File: config.mk
export PLATFORM = sky130hd
export DESIGN_NAME = payload_power_timeout_control
export DESIGN_NICKNAME = d
export VERILOG_FILES = /design/src/core/payload_power_pkg.sv /design/src/core/payload_power_timeout_control.sv
export SDC_FILE = /design/constraint.sdc
export NUM_CORES = 1
export LEC_CHECK = 0
export BUFFER_PORTS_ARGS = -buffer_cell sky130_fd_sc_hd__clkbuf_2
export CORE_MARGIN = 2
export CORE_UTILIZATION = 60
export CTS_CLUSTER_SIZE = 40
export DETAILED_ROUTE_END_ITERATION = 6
export GPL_ROUTABILITY_DRIVEN = 0
export GPL_TIMING_DRIVEN = 0
export PLACE_DENSITY_LB_ADDON = 0.08
export SYNTH_ARGS = -nofsm -noshare
export SYNTH_HDL_FRONTEND = slang
export SYNTH_SLANG_ARGS = --single-unit
File: constraint.sdc
create_clock -name clk_in -period 3.1 [get_ports clk_in]
set_input_delay 0.775 -clock clk_in [delete_from_list [all_inputs] [get_ports clk_in]]
set_output_delay 0.775 -clock clk_in [all_outputs]
set_load 0.005 [all_outputs]
File: src/core/payload_power_pkg.sv
// constants for the switched payload power and timeout controller
// assumes a 100 MHz system clock and a one-shot command strobe
package payload_power_pkg;
	localparam int unsigned CLK_FREQ_HZ       = 100_000_000;
	localparam int unsigned TICK_PERIOD_S     = 1;
	localparam int unsigned TICK_CYCLES       = CLK_FREQ_HZ * TICK_PERIOD_S;
	localparam int unsigned TIMEOUT_S         = 86400;
	localparam int          CMD_W             = 8;
	localparam int          MODE_W            = 2;
	localparam int          TIMER_W           = 17;
	localparam logic [MODE_W-1:0] MODE_RESET  = 2'h0;
	localparam logic [MODE_W-1:0] MODE_RELAY  = 2'h1;
	localparam logic [TIMER_W-1:0] TIMER_LOAD = TIMER_W'(TIMEOUT_S);
	localparam logic [TIMER_W-1:0] TIMER_ZERO = 17'h0;
	typedef enum logic {PWR_OFF, PWR_ON} pwr_state_e;
endpackage : payload_power_pkg

File: src/core/payload_power_timeout_control.sv
// switched payload power control with 24 hour timeout
// assumes cmd_valid_in is a one-cycle strobe from logic on clk_in
`timescale 1ns/1ps
`default_nettype none

module payload_power_timeout_control
	import payload_power_pkg::*;
#(
	parameter int unsigned TICK_CYCLES_P = TICK_CYCLES,
	parameter logic [CMD_W-1:0] ACTIVATE_CODE_P = 8'h4c
)
(
	input  wire logic              clk_in,
	input  wire logic              reset_n_in,
	input  wire logic              cmd_valid_in,
	input  wire logic [CMD_W-1:0]  cmd_code_in,
	output var  logic              payload_enable_out,
	output var  logic [MODE_W-1:0] relay_operating_mode_out,
	output var  logic              timer_running_out,
	output var  logic [TIMER_W-1:0] seconds_left_out
);

	// ********************************
	// one-second tick divider
	// ********************************
	logic [31:0] div_r;
	logic [31:0] div_nxt;
	logic        tick_r;
	logic        tick_nxt;

	always_comb
	begin
		div_nxt  = div_r + 32'h1;
		tick_nxt = 1'b0;
		if (div_r >= TICK_CYCLES_P - 1)
		begin
			div_nxt  = 32'h0;
			tick_nxt = 1'b1;
		end
	end

	always_ff @(posedge clk_in)
	begin
		if (!reset_n_in)
		begin
			div_r  <= 32'h0;
			tick_r <= 1'b0;
		end
		else
		begin
			div_r  <= div_nxt;
			tick_r <= tick_nxt;
		end
	end

	// ********************************
	// power state, mode and countdown
	// ********************************
	pwr_state_e          state_r;
	pwr_state_e          state_nxt;
	logic [TIMER_W-1:0]  timer_r;
	logic [TIMER_W-1:0]  timer_nxt;
	logic [MODE_W-1:0]   mode_r;
	logic [MODE_W-1:0]   mode_nxt;
	logic                is_activate;

	assign is_activate = cmd_valid_in && (cmd_code_in == ACTIVATE_CODE_P);

	always_comb
	begin
		state_nxt = state_r;
		timer_nxt = timer_r;
		mode_nxt  = mode_r;
		if (is_activate)
		begin
			state_nxt = PWR_ON;
			mode_nxt  = MODE_RELAY;
			timer_nxt = TIMER_LOAD;
		end
		else if (cmd_valid_in)
		begin
			state_nxt = PWR_OFF;
			timer_nxt = TIMER_ZERO;
		end
		else
		begin
			unique case (state_r)
				PWR_ON:
				begin
					if (tick_r)
					begin
						if (timer_r <= 17'h1)
						begin
							state_nxt = PWR_OFF;
							timer_nxt = TIMER_ZERO;
						end
						else
						begin
							timer_nxt = timer_r - 17'h1;
						end
					end
				end
				PWR_OFF:
				begin
					timer_nxt = TIMER_ZERO;
				end
			endcase
		end
	end

	always_ff @(posedge clk_in)
	begin
		if (!reset_n_in)
		begin
			state_r <= PWR_OFF;
			timer_r <= TIMER_ZERO;
			mode_r  <= MODE_RESET;
		end
		else
		begin
			state_r <= state_nxt;
			timer_r <= timer_nxt;
			mode_r  <= mode_nxt;
		end
	end

	// ********************************
	// outputs
	// ********************************
	logic enable_r;
	logic running_r;

	always_ff @(posedge clk_in)
	begin
		if (!reset_n_in)
		begin
			enable_r  <= 1'b0;
			running_r <= 1'b0;
		end
		else
		begin
			enable_r  <= (state_nxt == PWR_ON);
			running_r <= (state_nxt == PWR_ON);
		end
	end

	assign payload_enable_out       = enable_r;
	assign relay_operating_mode_out = mode_r;
	assign timer_running_out        = running_r;
	assign seconds_left_out         = timer_r;
endmodule : payload_power_timeout_control

`default_nettype wire

==> results.ini <==
[run_status]
status = completed

[sta]
fin_crit_sh_pct = 66.8
skew_ns = 0.00670
rsz0062_at_grt = false
min_period_ns = 2.07
fmax_mhz = 483
setup_viol = 0
slew_viol_final = 0
worst_slack_ns = 1.03
worstMarginPinSlew_ns = 0.892
final_hold_viol_count = 0
setup_tns_ns = 0
slew_headroom_pct = 40.0

[setup_path]
start_kind = flip-flop
arrival_ns = 2.24
r2r_end = seconds_left_out[14]$_SDFFE_PN0P_
r2r_slack_ns = 1.03
cp-startpoint = seconds_left_out[7]$_SDFFE_PN0P_
critical-path-max-stage-delay_ns = 0.67
cp.required_ns = 3.27
reg2reg_depth = 4
cp-end-kind = flip-flop
critPathKind = reg -> reg
r2r_start = seconds_left_out[7]$_SDFFE_PN0P_
cpMaxStageDelayCell = o31ai_2
cp_max_fo = 9
cp-endpoint = seconds_left_out[14]$_SDFFE_PN0P_
path_cells = nor4_2 -> nand3_1 -> o31ai_2 -> o22ai_1

[clock_network]
cts.sinks = 52
path_clk_slew_ns = 0.10
root_buffer = clkbuf_8
cts_max_path_buffers = 2
cts_hold_buf = 0
cts_setup_buffers = 0
cts_buffers = 5
cts.repair.resized = 0
worstSkewPairLatency_ns = 0.31
htreeDepth = 2
cts_tree = yes

[detailed_routing]
vias_per_cell = 5.45
wire_per_inst_um = 12.8
first_pass_iters = 4
vias = 2006
drc_errors = 0
routed_wl_um = 4690
drt-initial-drc-count = 137
ant_nets = 0

[floorplanning]
coreArea_um2 = 3940
initial_core_util_pct = 61.6
die_area_um2 = 4570
die_y_um = 67.6
rows = 23
die_x_um = 67.6
io_pins = 32

[placed_design]
postPlaceCellArea_um2 = 2660
portBuffers = 30
dpl.hpwl_um = 3440
pre_cts_ws_ns = 0.925

[grt]
gr-total-overflow = 0
grt_pass1_vias = 1874
grt_max_degree = 19
grt_pass1_wl_um = 8020
grt_antenna_before_repair = 0
grt_usage_pct = 22.9

[logic_synthesis]
synthArstFlopShare_pct = 0
synth_seq_cells = 52
ys.warnings.count = 0
synth_edf_count = 0
ys_types = 46
postSynthCellCount = 275
avgSynthCellArea_um2 = 8.83
synth_ff_type = dfxtp_1
ys_seq_area_share_pct = 42.9
syn_area_um2 = 2430

[min_path]
hold_path.class = reg -> reg

[power_and_ir_drop]
power_mw = 1.10
powerDensity_nw_per_um2 = 399
vdd_drop_max_uv = 288
p_leak_nw = 1.08

[layout]
antenna_cells = 0
area_growth_pct = 13.5
nets = 331
layout-drive-gt1-share_pct = 18.6
final_common_cell = nor2_1
final_cell_mix = nor2_1, dfxtp_1, clkbuf_2
fin_area_um2 = 2760
post-route-util_pct = 69.9

[run]
maxCapViolCount = 0

## final cells by class
class                   instances  area (µm²)
plain buffers                   8        61.3
fillers                       327        1190
clock buffers                   5        68.8
repair buffers                 30         150
multi-input cells             210        1310
inverters                      10        37.5
clock inverters                 3        27.5
flip-flops and latches         52        1040
well taps                      50        62.6
## worst min-delay path by stage
stage | slack, ns | to | start | cells past startpoint
after floorplan | 0.41 | div_r[0]$_SDFF_PP0_ | div_r[0]$_SDFF_PP0_ | 1
after global placement | 0.42 | div_r[0]$_SDFF_PP0_ | div_r[0]$_SDFF_PP0_ | 1
after detailed placement | 0.43 | div_r[0]$_SDFF_PP0_ | div_r[0]$_SDFF_PP0_ | 1
after CTS | 0.45 | div_r[0]$_SDFF_PP0_ | div_r[0]$_SDFF_PP0_ | 1
after global routing | 0.47 | div_r[0]$_SDFF_PP0_ | div_r[0]$_SDFF_PP0_ | 1
final | 0.44 | div_r[0]$_SDFF_PP0_ | div_r[0]$_SDFF_PP0_ | 1
## state kept, by name (all words and copies together), names as in the netlist
name	count
seconds_left_out	17
relay_operating_mode_out	1
div_r	32
timer_running_out	1
tick_r	1
## logic make-up after synthesis
group | after synthesis | share of synthesized area (%)
AO/OA/AOI/OAI | 25 | 7.68
other | 1 | 0.154
buffers and inverters | 18 | 4.07
flip-flops | 52 | 42.9
XOR/XNOR | 34 | 12.3
adder cells (fa/ha/maj) | 3 | 1.55
AND/OR/NAND/NOR | 142 | 31.4
## cell usage after synthesis (2+ instances only)
cell      count  area (µm²)
ha_1          3        37.5
buf_4         2        15.0
xnor2_1      26         228
dfxtp_1      52        1040
nor3_2        3        30.0
or4_1         3        22.5
nor4_1        7        43.8
xor2_1        8        70.1
and4_1        4        35.0
nor3_1       10        50.1
nand2b_1      2        12.5
a21oi_1       5        25.0
nor3b_1       3        22.5
and2_1        2        12.5
nor2_2        3        18.8
nand3_1      15        75.1
nor2b_1       2        12.5
clkbuf_1      2        7.51
o221a_2       2        22.5
nand2_1      15        56.3
nor2_1       55         206
nand4_1       4        25.0
nand3b_1      2        15.0
and3_1        3        18.8
or3_1         2        12.5
nor4b_1       2        17.5
buf_6         3        33.8
a32o_1        2        20.0
o21ai_0       7        35.0
inv_1        10        37.5
## power by group
group / internal, mW / switching, mW
Combinational: 0.00973 / 0.0107
Clock: 0.166 / 0.238
Sequential: 0.672 / 0.00269
Total: 0.848 / 0.251
## critical path: cells and delay by family (launching register included)
family,cells,cell delay (ns)
compound gates,2,0.80
simple gates,2,0.73
flops,1,0.41
## per-layer routing
metal  routed length (µm)  share of wire [%]  GRT usage, %  vias up
met1                 2060                 44          25.6      912
met2                 2350                 50          41.3       52
li1                     -                  -             -     1031
met4                   96                2.0          11.0        0
met3                  188                4.0          4.50       11
met5                    0                  0             0        -
## metrics by stage
stage,hold WS (ns),instances
2_1_floorplan,0.413,280
3_3_place_gp,0.422,360
3_5_place_dp,0.431,360
4_1_cts,0.448,368
5_1_grt,0.467,368
6_report,0.444,368
No activity file was read; power rests on OpenSTA's default activity.
